===== config.mk =====
export PLATFORM = sky130hd
export DESIGN_NAME = maabe_exec
export DESIGN_NICKNAME = d
export VERILOG_FILES = /design/src/hdl/maabe_pkg.sv /design/src/hdl/maabe_alu.sv /design/src/hdl/maabe_exec.sv
export VERILOG_INCLUDE_DIRS = /design/src /design/src/hdl
export SDC_FILE = /design/constraint.sdc
export NUM_CORES = 1
export LEC_CHECK = 0
export ABC_AREA = 1
export BUFFER_PORTS_ARGS = -buffer_cell sky130_fd_sc_hd__buf_2
export CAP_MARGIN = 0
export CORE_MARGIN = 2
export CORE_UTILIZATION = 45
export CTS_BUF_LIST = sky130_fd_sc_hd__clkbuf_16
export CTS_CLUSTER_DIAMETER = 30
export CTS_CLUSTER_SIZE = 28
export DETAILED_ROUTE_END_ITERATION = 8
export MAX_ROUTING_LAYER = met4
export PLACE_DENSITY = 0.73
export SYNTH_ARGS = -nofsm -noshare
export SYNTH_HDL_FRONTEND = slang
export SYNTH_SLANG_ARGS = --single-unit

===== constraint.sdc =====
create_clock -name clock -period 2.7 [get_ports clock]
set_input_delay 0.135 -clock clock [delete_from_list [all_inputs] [get_ports clock]]
set_output_delay 0.135 -clock clock [all_outputs]
set_load 0.1 [all_outputs]

===== src/hdl/maabe_regs.svh =====
// named constants for the bit, branch and add execution unit
// assumes inclusion by bare name from the alu and exec design files of the unit
`ifndef MAABE_REGS_SVH
`define MAABE_REGS_SVH

`define MAABE_DATA_W     8
`define MAABE_FADDR_W    7
`define MAABE_BSEL_W     3
`define MAABE_OFS_W      9
`define MAABE_PC_W       15
`define MAABE_NIB_W      4
`define MAABE_MSB        7
`define MAABE_LSB        0
`define MAABE_DEST_ACC   1'b0
`define MAABE_DEST_FILE  1'b1
`define MAABE_BIT_ONE    8'h01
`define MAABE_BYTE_ZERO  8'h00

`endif


===== src/hdl/maabe_pkg.sv =====
// types shared by the execution unit and its arithmetic core
// assumes maabe_regs.svh is compiled alongside
package maabe_pkg;
   typedef enum logic [2:0] {
      op_none                 = 3'h0,
      add_acc_to_file         = 3'h1,
      add_acc_file_with_carry = 3'h2,
      arith_shift_right       = 3'h3,
      clear_bit_op            = 3'h4,
      skip_if_bit_clear       = 3'h5,
      relative_jump           = 3'h6
   } maabe_op_t;

   typedef enum logic [1:0] {
      st_run = 2'b01,
      st_nop = 2'b10
   } maabe_state_t;
endpackage : maabe_pkg


===== src/hdl/maabe_alu.sv =====
// combinational arithmetic and bit core of the execution unit
// assumes operands are stable for the whole accepting cycle
`include "maabe_regs.svh"
`timescale 1ns/1ps
`default_nettype none
module maabe_alu (
   input  wire logic [2:0]                  op_code,
   input  wire logic [`MAABE_DATA_W-1:0]    acc_data,
   input  wire logic [`MAABE_DATA_W-1:0]    file_data,
   input  wire logic                        carry_in,
   input  wire logic [`MAABE_BSEL_W-1:0]    bit_sel,
   output var  logic [`MAABE_DATA_W-1:0]    result,
   output var  logic                        carry_out,
   output var  logic                        half_carry_out,
   output var  logic                        zero_out,
   output var  logic                        bit_val
);
   import maabe_pkg::*;

   logic [`MAABE_DATA_W:0] sum;
   logic [`MAABE_NIB_W:0]  nib;
   logic                   cin_eff;

   always_comb begin
      cin_eff = (op_code == add_acc_file_with_carry) ? carry_in : 1'b0;
      sum     = {1'b0, acc_data} + {1'b0, file_data} + {{`MAABE_DATA_W{1'b0}}, cin_eff};
      nib     = {1'b0, acc_data[`MAABE_NIB_W-1:0]} + {1'b0, file_data[`MAABE_NIB_W-1:0]}
                + {{`MAABE_NIB_W{1'b0}}, cin_eff};
      bit_val = file_data[bit_sel];
      result         = file_data;
      carry_out      = carry_in;
      half_carry_out = 1'b0;
      case (op_code)
         add_acc_to_file, add_acc_file_with_carry: begin
            result         = sum[`MAABE_DATA_W-1:0];
            carry_out      = sum[`MAABE_DATA_W];
            half_carry_out = nib[`MAABE_NIB_W];
         end
         arith_shift_right: begin
            result    = {file_data[`MAABE_MSB], file_data[`MAABE_MSB:1]};
            carry_out = file_data[`MAABE_LSB];
         end
         clear_bit_op: begin
            result = file_data & ~(`MAABE_BIT_ONE << bit_sel);
         end
         default: begin
            result = file_data;
         end
      endcase
      zero_out = (result == `MAABE_BYTE_ZERO);
   end
endmodule : maabe_alu
`default_nettype wire


===== src/hdl/maabe_exec.sv =====
// execution unit for add, add with carry, arithmetic shift, bit clear, skip and relative jump
// assumes decoder presents one op per accepted cycle with file data already read, same clock
`include "maabe_regs.svh"
`timescale 1ns/1ps
`default_nettype none
module maabe_exec #(
   parameter int PC_W = `MAABE_PC_W
) (
   input  wire logic                        clock,
   input  wire logic                        rst,
   input  wire logic                        op_valid,
   input  wire maabe_pkg::maabe_op_t        op_code,
   input  wire logic                        dest_sel,
   input  wire logic [`MAABE_FADDR_W-1:0]   file_addr,
   input  wire logic [`MAABE_BSEL_W-1:0]    bit_sel,
   input  wire logic [`MAABE_OFS_W-1:0]     jump_offset,
   input  wire logic [`MAABE_DATA_W-1:0]    file_rdata,
   input  wire logic [`MAABE_DATA_W-1:0]    acc_data,
   input  wire logic [PC_W-1:0]             pc_current,
   output var  logic                        op_ready,
   output var  logic                        acc_we,
   output var  logic [`MAABE_DATA_W-1:0]    acc_wdata,
   output var  logic                        file_we,
   output var  logic [`MAABE_FADDR_W-1:0]   file_waddr,
   output var  logic [`MAABE_DATA_W-1:0]    file_wdata,
   output var  logic                        carry_flag,
   output var  logic                        half_carry_flag,
   output var  logic                        zero_flag,
   output var  logic                        pc_load,
   output var  logic [PC_W-1:0]             pc_target,
   output var  logic                        squash_next
);
   import maabe_pkg::*;

   initial begin
      if (PC_W <= `MAABE_OFS_W) begin
         $error("program counter must be wider than the jump offset");
      end
   end

   maabe_state_t              state;
   logic                      accept;
   logic                      is_arith;
   logic                      do_skip;
   logic                      two_cycle;
   logic [`MAABE_DATA_W-1:0]  alu_result;
   logic                      alu_c;
   logic                      alu_dc;
   logic                      alu_z;
   logic                      alu_bit;
   logic [PC_W-1:0]           ofs_ext;
   logic [PC_W-1:0]           next_pc_target;

   maabe_alu u_alu (
      .op_code        (op_code),
      .acc_data       (acc_data),
      .file_data      (file_rdata),
      .carry_in       (carry_flag),
      .bit_sel        (bit_sel),
      .result         (alu_result),
      .carry_out      (alu_c),
      .half_carry_out (alu_dc),
      .zero_out       (alu_z),
      .bit_val        (alu_bit)
   );

   always_comb begin
      accept    = op_valid && (state == st_run);
      is_arith  = (op_code == add_acc_to_file) || (op_code == add_acc_file_with_carry)
                  || (op_code == arith_shift_right);
      do_skip   = (op_code == skip_if_bit_clear) && !alu_bit;
      two_cycle = do_skip || (op_code == relative_jump);
      ofs_ext   = {{(PC_W-`MAABE_OFS_W){jump_offset[`MAABE_OFS_W-1]}}, jump_offset};
      // pc_current is the address of the jump itself, so add the fetch increment here
      next_pc_target = pc_current + {{(PC_W-1){1'b0}}, 1'b1} + ofs_ext;
   end

   // sequencing: the second cycle of a two-cycle op accepts nothing
   always_ff @(posedge clock or posedge rst) begin
      if (rst) begin
         state    <= st_run;
         op_ready <= 1'b1;
      end else begin
         case (state)
            st_run: begin
               if (accept && two_cycle) begin
                  state    <= st_nop;
                  op_ready <= 1'b0;
               end
            end
            st_nop: begin
               state    <= st_run;
               op_ready <= 1'b1;
            end
            default: begin
               state    <= st_run;
               op_ready <= 1'b1;
            end
         endcase
      end
   end

   // result writeback, strobes last one cycle
   always_ff @(posedge clock or posedge rst) begin
      if (rst) begin
         acc_we     <= 1'b0;
         acc_wdata  <= `MAABE_BYTE_ZERO;
         file_we    <= 1'b0;
         file_waddr <= {`MAABE_FADDR_W{1'b0}};
         file_wdata <= `MAABE_BYTE_ZERO;
      end else begin
         acc_we  <= 1'b0;
         file_we <= 1'b0;
         if (accept && is_arith) begin
            acc_we  <= (dest_sel == `MAABE_DEST_ACC);
            file_we <= (dest_sel == `MAABE_DEST_FILE);
         end
         if (accept && (op_code == clear_bit_op)) begin
            file_we <= 1'b1;
         end
         if (accept) begin
            acc_wdata  <= alu_result;
            file_waddr <= file_addr;
            file_wdata <= alu_result;
         end
      end
   end

   // status flags; bit ops and jumps leave them alone
   always_ff @(posedge clock or posedge rst) begin
      if (rst) begin
         carry_flag      <= 1'b0;
         half_carry_flag <= 1'b0;
         zero_flag       <= 1'b0;
      end else if (accept) begin
         case (op_code)
            add_acc_to_file, add_acc_file_with_carry: begin
               carry_flag      <= alu_c;
               half_carry_flag <= alu_dc;
               zero_flag       <= alu_z;
            end
            arith_shift_right: begin
               carry_flag <= alu_c;
               zero_flag  <= alu_z;
            end
            default: begin
               carry_flag <= carry_flag;
            end
         endcase
      end
   end

   // program flow: jump load and squash of the already fetched op
   always_ff @(posedge clock or posedge rst) begin
      if (rst) begin
         pc_load     <= 1'b0;
         pc_target   <= {PC_W{1'b0}};
         squash_next <= 1'b0;
      end else begin
         pc_load     <= accept && (op_code == relative_jump);
         squash_next <= accept && two_cycle;
         if (accept && (op_code == relative_jump)) begin
            pc_target <= next_pc_target;
         end
      end
   end

   // reference values used only by the checks below
   logic [`MAABE_DATA_W:0]    chk_sum;
   logic [`MAABE_DATA_W:0]    chk_sumc;
   logic [`MAABE_DATA_W-1:0]  chk_asr;
   logic [`MAABE_NIB_W:0]     chk_nib;
   logic [PC_W-1:0]           chk_target;
   logic [`MAABE_DATA_W-1:0]  wr_data;
   always_comb begin
      chk_sum    = {1'b0, acc_data} + {1'b0, file_rdata};
      chk_sumc   = chk_sum + {{`MAABE_DATA_W{1'b0}}, carry_flag};
      chk_nib    = {1'b0, acc_data[3:0]} + {1'b0, file_rdata[3:0]};
      chk_asr    = {file_rdata[7], file_rdata[7:1]};
      chk_target = pc_current + PC_W'(1) + PC_W'($signed(jump_offset));
      wr_data    = acc_we ? acc_wdata : file_wdata;
   end

   AST_DEST_ACC: assert property (@(posedge clock) disable iff (rst)
      accept && is_arith && !dest_sel |=> acc_we && !file_we)
      else $error("accumulator destination not honoured");
   AST_DEST_FILE: assert property (@(posedge clock) disable iff (rst)
      accept && is_arith && dest_sel |=> file_we && !acc_we && file_waddr == $past(file_addr))
      else $error("file destination not honoured");
   AST_ADD_RESULT: assert property (@(posedge clock) disable iff (rst)
      accept && op_code == add_acc_to_file |=> wr_data == $past(chk_sum[7:0])
         && carry_flag == $past(chk_sum[8]) && zero_flag == ($past(chk_sum[7:0]) == 8'h00))
      else $error("add result or flags wrong");
   AST_ADDC_RESULT: assert property (@(posedge clock) disable iff (rst)
      accept && op_code == add_acc_file_with_carry |=> wr_data == $past(chk_sumc[7:0])
         && carry_flag == $past(chk_sumc[8]))
      else $error("add with carry result wrong");
   AST_HALF_CARRY: assert property (@(posedge clock) disable iff (rst)
      accept && op_code == add_acc_to_file |=> half_carry_flag == $past(chk_nib[4]))
      else $error("half carry wrong");
   AST_SHIFT: assert property (@(posedge clock) disable iff (rst)
      accept && op_code == arith_shift_right |=> wr_data == $past(chk_asr)
         && carry_flag == $past(file_rdata[0]) && $stable(half_carry_flag))
      else $error("arithmetic shift wrong");
   AST_BIT_CLEAR: assert property (@(posedge clock) disable iff (rst)
      accept && op_code == clear_bit_op |=> file_we && file_wdata[$past(bit_sel)] == 1'b0
         && $stable(carry_flag) && $stable(zero_flag) && $stable(half_carry_flag))
      else $error("bit clear wrong");
   AST_SKIP: assert property (@(posedge clock) disable iff (rst)
      accept && op_code == skip_if_bit_clear && !alu_bit |=> squash_next && !op_ready
         && $stable(zero_flag) ##1 op_ready)
      else $error("skip not two cycles");
   AST_NO_SKIP: assert property (@(posedge clock) disable iff (rst)
      accept && op_code == skip_if_bit_clear && alu_bit |=> !squash_next && op_ready)
      else $error("skip taken with bit set");
   AST_JUMP: assert property (@(posedge clock) disable iff (rst)
      accept && op_code == relative_jump |=> pc_load && pc_target == $past(chk_target)
         && $stable(carry_flag) && !op_ready ##1 op_ready && !pc_load)
      else $error("relative jump wrong");
   AST_NOP_CYCLE: assert property (@(posedge clock) disable iff (rst)
      state == st_nop |=> !acc_we && !file_we && !pc_load && !squash_next)
      else $error("second cycle not a no-operation");
endmodule : maabe_exec
`default_nettype wire


==> results of run 1 <==
[power by group]
group	total, mW	switching, mW	internal, mW
sequential	0.768	0.0725	0.696
clock	0.668	0.233	0.435
combinational	1.62	1.34	0.276
total	3.05	1.65	1.41
[cells by family (layout without fill, tap and decap cells)]
logic type	count (synthesis)	in the layout
buffers and inverters	66	165
XOR/XNOR	4	4
adder cells (fa/ha/maj)	24	24
AO/OA/AOI/OAI	59	59
flip-flops	39	39
AND/OR/NAND/NOR	248	248
[metrics by stage]
stage / util, % / hold WS, ns / area [µm²]
after global routing: 57.8 / 0.0166 / 3710
after global placement: 55.2 / 0.294 / 3540
after detailed placement: 55.2 / 0.315 / 3540
after floorplan: - / 0.201 / 3010
final: 57.8 / -0.0120 / 3710
after CTS: 57.8 / 0.0133 / 3710
[cell usage in the layout (no fill, tap or decap), types with 2 or more instances in the layout]
cell type | synthesis | final
nand2_1 | 156 | 156
buf_2 | 2 | 102
inv_1 | 49 | 49
nand3_1 | 39 | 39
dfrtp_1 | 38 | 38
nor2_1 | 28 | 28
ha_1 | 21 | 21
o21ai_0 | 20 | 20
a21oi_1 | 20 | 20
nor3_1 | 8 | 8
nand4_1 | 6 | 6
a31oi_1 | 5 | 5
clkbuf_16 | 0 | 5
inv_2 | 4 | 4
nand3b_1 | 3 | 3
nand2_2 | 3 | 3
o21ai_1 | 3 | 3
fa_1 | 3 | 3
o21bai_1 | 2 | 2
a21o_1 | 2 | 2
xor2_1 | 2 | 2
a22oi_1 | 2 | 2
o211ai_1 | 2 | 2
xnor2_1 | 2 | 2
or2_2 | 2 | 2
buf_4 | 8 | 2
[final cells by class]
| type | instances | area share, % |
|---|---|---|
| Clock buffer | 5 | 3.37 |
| Clock inverter | 3 | 1.18 |
| Inverter | 53 | 5.36 |
| Multi-Input combinational cell | 335 | 47.0 |
| Sequential cell | 39 | 26.3 |
| Tap cell | 77 | 2.59 |
| Timing Repair Buffer | 104 | 14.2 |
[registers in the layout (all words and copies together) (netlist names)]
signal           cells
pc_target           15
pc_load              1
file_we              1
half_carry_flag      1
file_waddr           7
acc_we               1
state                2
squash_next          1
file_wdata           8
zero_flag            1
carry_flag           1
[final timing paths]
check / depth (start not counted) / from / slack [ns] / endpoint
max: 13 / carry_flag / 0.55 / zero_flag
max reg2reg: 13 / carry_flag / 0.55 / zero_flag
min reg2reg: 2 / file_waddr[4] / 0.47 / file_waddr[4]
max in group asynchronous: 3 / rst / 1.95 / file_we
min in group clock: 2 / dest_sel / 0.02 / acc_we
min: 2 / rst / -0.01 / pc_target[13]
[metal layers]
layer	wire [µm]	part of all wire [%]	GRT usage [%]	vias to the layer above
met5	0	0	-	-
met1	3420	43	28.0	1421
li1	-	-	-	1612
met3	518	6.5	4.14	24
met2	3780	48	38.2	136
met4	242	3.0	8.80	0
[critical path, cell delays in order, from the launching register on]
cell,delay (ns)
dfrtp_1,0.38
nand3_1,0.11
fa_1,0.36
inv_1,0.12
fa_1,0.44
nand3_1,0.10
nand2_1,0.05
inv_1,0.06
nand2_1,0.05
nor2_1,0.08
nand2_1,0.07
nor2_1,0.10
nand4_1,0.10
nand2_1,0.07
==> results_dict.tcl, run 1 <==
set metrics [dict create \
    status "finished with violations" \
    violations "DRC, hold timing" \
    synth.area.top_cells "dfrtp_1, nand2_1, ha_1, nand3_1, inv_1" \
    synthMuxAreaShare_pct 0 \
    grt.overflow.total 0 \
    synth_top_family_by_area "simple AND/OR/NAND/NOR gates" \
    ys_async_sr_fraction_pct 100 \
    rsz0062_at_grt "no" \
    final.min_clock_period_ns 2.15 \
    synth.largest_area_cell "dfrtp_1" \
    die_h_um 85.8 \
    whs_ns -0.0120 \
    drc 6 \
    hold_path_class "in2async" \
    synthFlopType "dfrtp_1" \
    yosys_warnings 0 \
    syn_nets 521 \
    synth.distinct_cells 35 \
    fill_cells 616 \
    gp_congestion 0.961 \
    synth-compound-area-share_pct 11.0 \
    grt_usage_pct 23.0 \
    antenna_found_initial 0 \
    setup_viol 0 \
    regArea_um2 977 \
    vias 3193 \
    cts_resized 0 \
    max-cap-violations 0 \
    dieArea_um2 7360 \
    clock_latency_ns 0.28 \
    grt_max_degree 21 \
    htree_levels 2 \
    antenna_cells 0 \
    required_ns 2.92 \
    avgViaCountPerCell 5.18 \
    hold_buffers 0 \
    ys_seq_elements 39 \
    synth-edff-count 0 \
    grt_pass1_wl_um 13200 \
    core-area_um2 6420 \
    synth_top_cell_area_share_pct 31.6 \
    syn_inst 440 \
    initial_core_util_pct 46.9 \
    synth_seq_area_share_pct 32.4 \
    drive_gt1_share_pct 23.4 \
    cts_root_buf "clkbuf_16" \
    power_density_nw_per_um2 822 \
    cts_max_path_buffers 2 \
    end_kind "flop" \
    synth_commonest_cells "nand2_1, inv_1, nand3_1, dfrtp_1, nor2_1" \
    wl_per_cell_um 12.9 \
    timing.fmax_mhz 465 \
    fin_cells 616 \
    num_rows 29 \
    syn_area_um2 3010 \
    start_kind "flop" \
    synth_xor_area_share_pct 1.16 \
    nNetsFinal 619 \
    path_class "reg2reg" \
    max-vdd-ir-drop_mv 0.583 \
    maxSlewViolCount 0 \
    worst_slew_pin_slew_ns 0.778 \
    ant_nets 0 \
    place_inst 608 \
    area_delta_synth_final_pct 23.3 \
    yosysMostFrequentCell "nand2_1" \
    drtPass1Iterations 9 \
    power_mw 3.05 \
    dpl_worst_slack_ns 0.464 \
    numCtsBuffers 5 \
    cp_max_fo 3 \
    fin_crit_sh_pct 79.7 \
    fin_ws_ns 0.548 \
    hold_viol_final 18 \
    maxSlewHeadroom_pct 48.1 \
    fin_setup_tns_ns 0 \
    drt_iter0_drc 180 \
    place_hpwl_um 6540 \
    clkTransAtPathRegs_ns 0.06 \
    cts_tree "yes" \
    finClkSkew_ns 0.00139 \
    p_leak_nw 2.17 \
    routed_wl_um 7960 \
    grt_pass1_vias 2978 \
    multi_input_area_um2 1750 \
    postCtsSetupBuffers 0 \
    synthSimpleGateAreaFrac_pct 35.1 \
    synth_fa_ha_area_share_pct 10.7 \
    cts.sinks 39 \
    cp.arrival_ns 2.37 \
    ios 103 \
    fp.dieW_um 85.8 \
    io_buffers 102 \
    syn_area_per_cell_um2 6.84 \
]
Power figures use the tool's default switching activity.
==> run 2: changes to the inputs <==
--- a/config.mk
+++ b/config.mk
@@ -6,7 +6,7 @@
 export SDC_FILE = /design/constraint.sdc
 export NUM_CORES = 1
 export LEC_CHECK = 0
-export ABC_AREA = 1
+export ABC_AREA = 0
 export BUFFER_PORTS_ARGS = -buffer_cell sky130_fd_sc_hd__buf_2
 export CAP_MARGIN = 0
 export CORE_MARGIN = 2
==> constraint.sdc (replaced) <==
create_clock -name clock -period 2.1 [get_ports clock]
set_input_delay 0.105 -clock clock [delete_from_list [all_inputs] [get_ports clock]]
set_output_delay 0.105 -clock clock [all_outputs]
set_load 0.1 [all_outputs]
==> run 2 against run 1 <==
Compared with the run above: the run ends with setup timing left; die area fell by 0.83%; first-iteration DRC count did not move; worst hold slack improved by 0.025 ns; routed wire length fell by 4.7%; sequential power rose by 28%; setup slack got worse by 0.83 ns; core utilization rose by 2.0 points; final cell count fell by 14%; clock-buffer cell count did not move; largest cell class unchanged; largest power group unchanged.
==> results_dict.tcl, run 2 <==
set metrics [dict create \
    status "finished with violations" \
    violations "setup timing" \
    setup_viol 4 \
    p_leak_nw 1.96 \
    rr_endpoint "zero_flag" \
    path_common_cell "fa_2" \
    die_h_um 85.5 \
    layout_common_cells "buf_2, nand2_1, dfrtp_1" \
    synth_top_cell_area_share_pct 31.9 \
    area_delta_synth_final_pct 28.0 \
    syn_area_um2 2990 \
    routed_wl_um 7590 \
    fin_setup_tns_ns -0.676 \
    wl_per_cell_um 14.3 \
    fp.dieW_um 85.5 \
    antenna_found_initial 0 \
    grt_pass1_wl_um 12800 \
    syn_area_per_cell_um2 8.68 \
    timing.fmax_mhz 420 \
    rsz0062_at_grt "yes" \
    cts_tree "yes" \
    nNetsFinal 532 \
    grt.overflow.total 0 \
    ys_async_sr_fraction_pct 100 \
    power_density_nw_per_um2 1010 \
    r2r_start "carry_flag" \
    max-vdd-ir-drop_mv 0.843 \
    hold_viol_final 0 \
    drive_gt1_share_pct 33.6 \
    fin_crit_sh_pct 113 \
    required_ns 2.29 \
    ys_seq_elements 39 \
    rr_worst_depth 9 \
    worst_slew_pin_slew_ns 0.492 \
    initial_core_util_pct 46.7 \
    path_class "reg2reg" \
    synth-edff-count 0 \
    gp_congestion 0.876 \
    grt_usage_pct 22.3 \
    avgViaCountPerCell 5.50 \
    num_rows 29 \
    synth_commonest_cells "nand2_1, dfrtp_1, o21ai_0, ha_1, a21oi_1" \
    yosys_warnings 0 \
    rrSetupSlack_ns -0.28 \
    multi_input_area_um2 1870 \
    core-area_um2 6390 \
    maxSlewViolCount 0 \
    synthFlopType "dfrtp_1" \
    ant_nets 0 \
    place_hpwl_um 5930 \
    cp_slowest_stage_delay_ns 0.43 \
    largest_registers "pc_target x15, file_wdata x8, file_waddr x7" \
    numCtsBuffers 5 \
    synth_seq_area_share_pct 32.7 \
    largest_register_ffs 15 \
    final.min_clock_period_ns 2.38 \
    clkTransAtPathRegs_ns 0.06 \
    drtPass1Iterations 4 \
    grt_pass1_vias 2708 \
    dieArea_um2 7300 \
    max-cap-violations 0 \
    regArea_um2 985 \
    cp_max_fo 2 \
    clock_latency_ns 0.28 \
    regMostFlops "pc_target" \
    end_kind "flop" \
    final_common_cell "buf_2" \
    crit_path_cell_trace "nand3b_1 -> fa_2 -> inv_2 -> fa_2 -> a221oi_2 -> a21oi_1 -> nor3_1 -> nand4_1 -> o31ai_2" \
    crit_path_start "carry_flag" \
    fin_ws_ns -0.283 \
    antenna_cells 0 \
    cts_max_path_buffers 2 \
    finClkSkew_ns 0.00514 \
    yosysMostFrequentCell "nand2_1" \
    cp-endpoint "zero_flag" \
    syn_inst 344 \
    start_kind "flop" \
    synth.distinct_cells 64 \
    ios 103 \
    maxSlewHeadroom_pct 66.8 \
    cts.sinks 39 \
    grt_max_degree 40 \
    whs_ns 0.0128 \
    hold_path_class "in2reg" \
    drt_iter0_drc 180 \
    crit_path_top_delay_cell "fa_2" \
    io_buffers 102 \
    syn_nets 425 \
    htree_levels 2 \
    fill_cells 575 \
    drc 0 \
    synth.area.top_cells "dfrtp_1, ha_1, nand2_1, o21ai_0, a21oi_1" \
    cp.arrival_ns 2.58 \
    synth.largest_area_cell "dfrtp_1" \
    vias 2910 \
    cts_root_buf "clkbuf_16" \
]
## run 2: cell count changes in the layout (fill, tap and decap cells not counted), sizes merged, moves of 4 or more
cell / change
nand3: -36
inv: -39
o21a: +9
a21o: +5
nor2b: +4
nor2: -17
nand2: -98
nand2b: +6
buf: +18
o31ai: +7
nor3b: +5
xnor2: +7
o21ai: +4
## run 2: logic make-up (layout without fill, tap and decap cells)
family                     count (synthesis)  after routing  share of synthesized area (%)
adders and majority gates                 24             24                           10.8
AOI/OAI and AO/OA                        104            104                           23.7
DFF                                       39             39                           32.7
and+or+nand+nor                          123            123                           20.2
muxes                                      3              3                           1.84
buffers and inverters                     37            145                           6.29
xor gates and xnor gates                  14             14                           4.36
## run 2: final cells by class
class / instances / share of cell area (%)
clock buffers: 5 / 3.27
clock inverters: 3 / 0.426
inverters: 13 / 1.28
multi-input cells: 268 / 48.9
flip-flops and latches: 39 / 25.8
well taps: 77 / 2.52
repair buffers: 124 / 17.8
## run 2: where the power goes
part           switching, mW  internal [mW]  leakage, nW
sequential            0.0831          0.897        0.485
combinational           1.70          0.440         1.40
clock                  0.308          0.434       0.0710
## run 2: worst max-delay path: cells and delay by family (launching register included)
kind,cells,cell delay [ns]
simple gates,3,0.46
fa+ha+maj,2,0.80
compound gates,3,0.56
buf+inv,1,0.07
flops,1,0.40
## run 2: metrics by stage
step                power [mW]  area [µm²]  util [%]  setup slack, ns  std cells
floorplan                 2.75        3020         -           -0.341        344
global placement          3.10        3630      56.8           -0.217        518
detailed placement        3.11        3630      56.8           -0.272        518
CTS                       3.87        3800      59.6           -0.270        529
global route              4.03        3820      59.9           -0.462        529
finish                    3.86        3820      59.9           -0.283        529
## run 2: timing repair
item	4_1_cts	5_1_grt
hold endpoints to repair	39	0
pin swaps	6	8
setup buffers	1	0
gates resized for setup	3	4
hold buffers	2	0
endpoints found under the setup margin	4	10
gates cloned	0	0
## run 2: worst min-delay path by stage
| stage | cells past startpoint | end | slack (ns) | from |
|---|---|---|---|---|
| 6_report | 3 | file_waddr[0] | 0.01 | file_addr[0] |
| 5_1_grt | 3 | file_waddr[0] | 0.02 | file_addr[0] |
| 4_1_cts | 3 | file_waddr[6] | 0.01 | file_addr[6] |
| 3_5_place_dp | 3 | file_waddr[1] | 0.26 | rst |
| 3_3_place_gp | 3 | file_waddr[3] | 0.25 | rst |
| 2_1_floorplan | 1 | acc_we | 0.17 | dest_sel |
## run 2: metal layers
metal  vias up  GRT usage (%)  wire (µm)
li1       1445              -          -
met1      1352           29.7       3440
met2       106           36.4       3580
met3         7           3.11        483
met4         0           5.05         84
met5         -              -          0
==> run 3: changes to the inputs <==
--- a/config.mk
+++ b/config.mk
@@ -10,13 +10,13 @@
 export BUFFER_PORTS_ARGS = -buffer_cell sky130_fd_sc_hd__buf_2
 export CAP_MARGIN = 0
 export CORE_MARGIN = 2
-export CORE_UTILIZATION = 45
+export CORE_UTILIZATION = 40
 export CTS_BUF_LIST = sky130_fd_sc_hd__clkbuf_16
 export CTS_CLUSTER_DIAMETER = 30
 export CTS_CLUSTER_SIZE = 28
 export DETAILED_ROUTE_END_ITERATION = 8
 export MAX_ROUTING_LAYER = met4
-export PLACE_DENSITY = 0.73
+export PLACE_DENSITY = 0.66
 export SYNTH_ARGS = -nofsm -noshare
 export SYNTH_HDL_FRONTEND = slang
 export SYNTH_SLANG_ARGS = --single-unit
==> run 3 against run 2 <==
Compared with the run above: the flow still finishes with violations (setup timing); maximum frequency down 2.2%; setup slack worse by 0.053 ns; total power up 3.0%; combinational power about the same; worst hold slack better by 0.0018 ns; sequential cell count unchanged; highest routed layer unchanged.
==> results_dict.tcl, run 3 (same netlist as run 2, synthesis figures left out) <==
set metrics [dict create \
    worst_slew_pin_slew_ns 0.514 \
    cts_max_path_buffers 2 \
    io_buffers 102 \
    htree_levels 2 \
    rsz0062_at_grt "yes" \
    drt_iter0_drc 128 \
    whs_ns 0.0146 \
    drtPass1Iterations 4 \
    end_kind "flop" \
    cts_tree "yes" \
    fin_ws_ns -0.336 \
    cp_max_fo 3 \
    final_common_cell "buf_2" \
    largest_register_ffs 15 \
    dieArea_um2 8170 \
    postPlaceCellArea_um2 3660 \
    cp.arrival_ns 2.63 \
    fin_setup_tns_ns -0.863 \
    grt_max_degree 40 \
    hold_viol_final 0 \
    max-vdd-ir-drop_mv 0.632 \
    grt.overflow.total 0 \
    drive_gt1_share_pct 33.1 \
    hold_path_class "in2reg" \
    avgViaCountPerCell 5.18 \
    violations "setup timing" \
    largest_registers "pc_target x15, file_wdata x8, file_waddr x7" \
    fp.dieW_um 90.4 \
    cts.sinks 39 \
    wl_per_cell_um 13.7 \
    ant_nets 0 \
    grt_pass1_vias 2692 \
    finClkSkew_ns 0.00731 \
    vias 2860 \
    path_class "reg2reg" \
    antenna_cells 0 \
    initial_core_util_pct 41.2 \
    max-cap-violations 0 \
    fin_cells 552 \
    drc 0 \
    dpl_worst_slack_ns -0.280 \
    clock_latency_ns 0.28 \
    grt_usage_pct 19.5 \
    nNetsFinal 533 \
    maxSlewViolCount 0 \
    regMostFlops "pc_target" \
    fin_area_um2 3860 \
    num_rows 31 \
    final.min_clock_period_ns 2.44 \
    routed_wl_um 7560 \
    power_density_nw_per_um2 1030 \
    die_h_um 90.4 \
    fin_crit_sh_pct 116 \
    place_inst 541 \
    start_kind "flop" \
    clkTransAtPathRegs_ns 0.06 \
    setup_viol 5 \
    fill_cells 689 \
    regArea_um2 985 \
    antenna_found_initial 0 \
    post-route-util_pct 53.3 \
    p_leak_nw 1.96 \
    numCtsBuffers 5 \
    grt_pass1_wl_um 12700 \
    cts_root_buf "clkbuf_16" \
    place_hpwl_um 5880 \
    layout_common_cells "buf_2, nand2_1, dfrtp_1" \
    maxSlewHeadroom_pct 65.3 \
    gp_congestion 0.936 \
    status "finished with violations" \
    required_ns 2.30 \
    power_mw 3.98 \
    timing.fmax_mhz 410 \
    core-area_um2 7250 \
    area_delta_synth_final_pct 29.4 \
    multi_input_area_um2 1850 \
    ios 103 \
]
run 3: final cells by class:
| class | instances | share of cell area, % |
|---|---|---|
| multi-input cells | 268 | 47.8 |
| flip-flops and latches | 39 | 25.5 |
| repair buffers | 125 | 17.8 |
| clock buffers | 5 | 3.24 |
| well taps | 99 | 3.21 |
| inverters | 13 | 1.26 |
| clock inverters | 3 | 1.13 |
run 3: power breakdown:
part	leakage, nW	switching, mW	internal, mW
clock	0.0838	0.309	0.560
sequential	0.485	0.0807	0.897
combinational	1.39	1.70	0.435
run 3: metal layers:
metal  vias up  share of wire, %  track usage [%]
li1       1451                 -                -
met1      1272                44             23.7
met2       121                47             32.7
met3        16               7.4             4.09
met4         0               1.8             5.64
met5         -                 0                -
run 3: path summary, 6_finish.rpt:
check	startpoint	endpoint	slack (ns)	depth (start not counted)
max in group asynchronous	rst	carry_flag	1.24	4
setup / recovery	carry_flag	zero_flag	-0.34	10
hold / removal	file_addr[2]	file_waddr[2]	0.01	3
min in group asynchronous	rst	carry_flag	0.49	4
hold reg to reg	file_waddr[4]	file_waddr[4]	0.47	2
setup reg to reg	carry_flag	zero_flag	-0.34	10
run 3: worst max-delay path, cell delays in order (launching register included):
cell and delay, ns:
dfrtp_4 0.47, nand3b_1 0.14, fa_2 0.23, inv_2 0.04, fa_2 0.37, a211o_1 0.31, a21oi_2 0.17, nor4_1 0.07
nor3_2 0.15, o2111ai_1 0.17, o31ai_2 0.21
run 3: repair_timing:
action | 4_1_cts | 5_1_grt
pin swaps | 4 | 4
setup endpoints to repair | 4 | 6
setup buffers | 0 | 1
endpoints found under the hold margin | 39 | 0
resized for setup | 0 | 2
hold buffers | 2 | 0
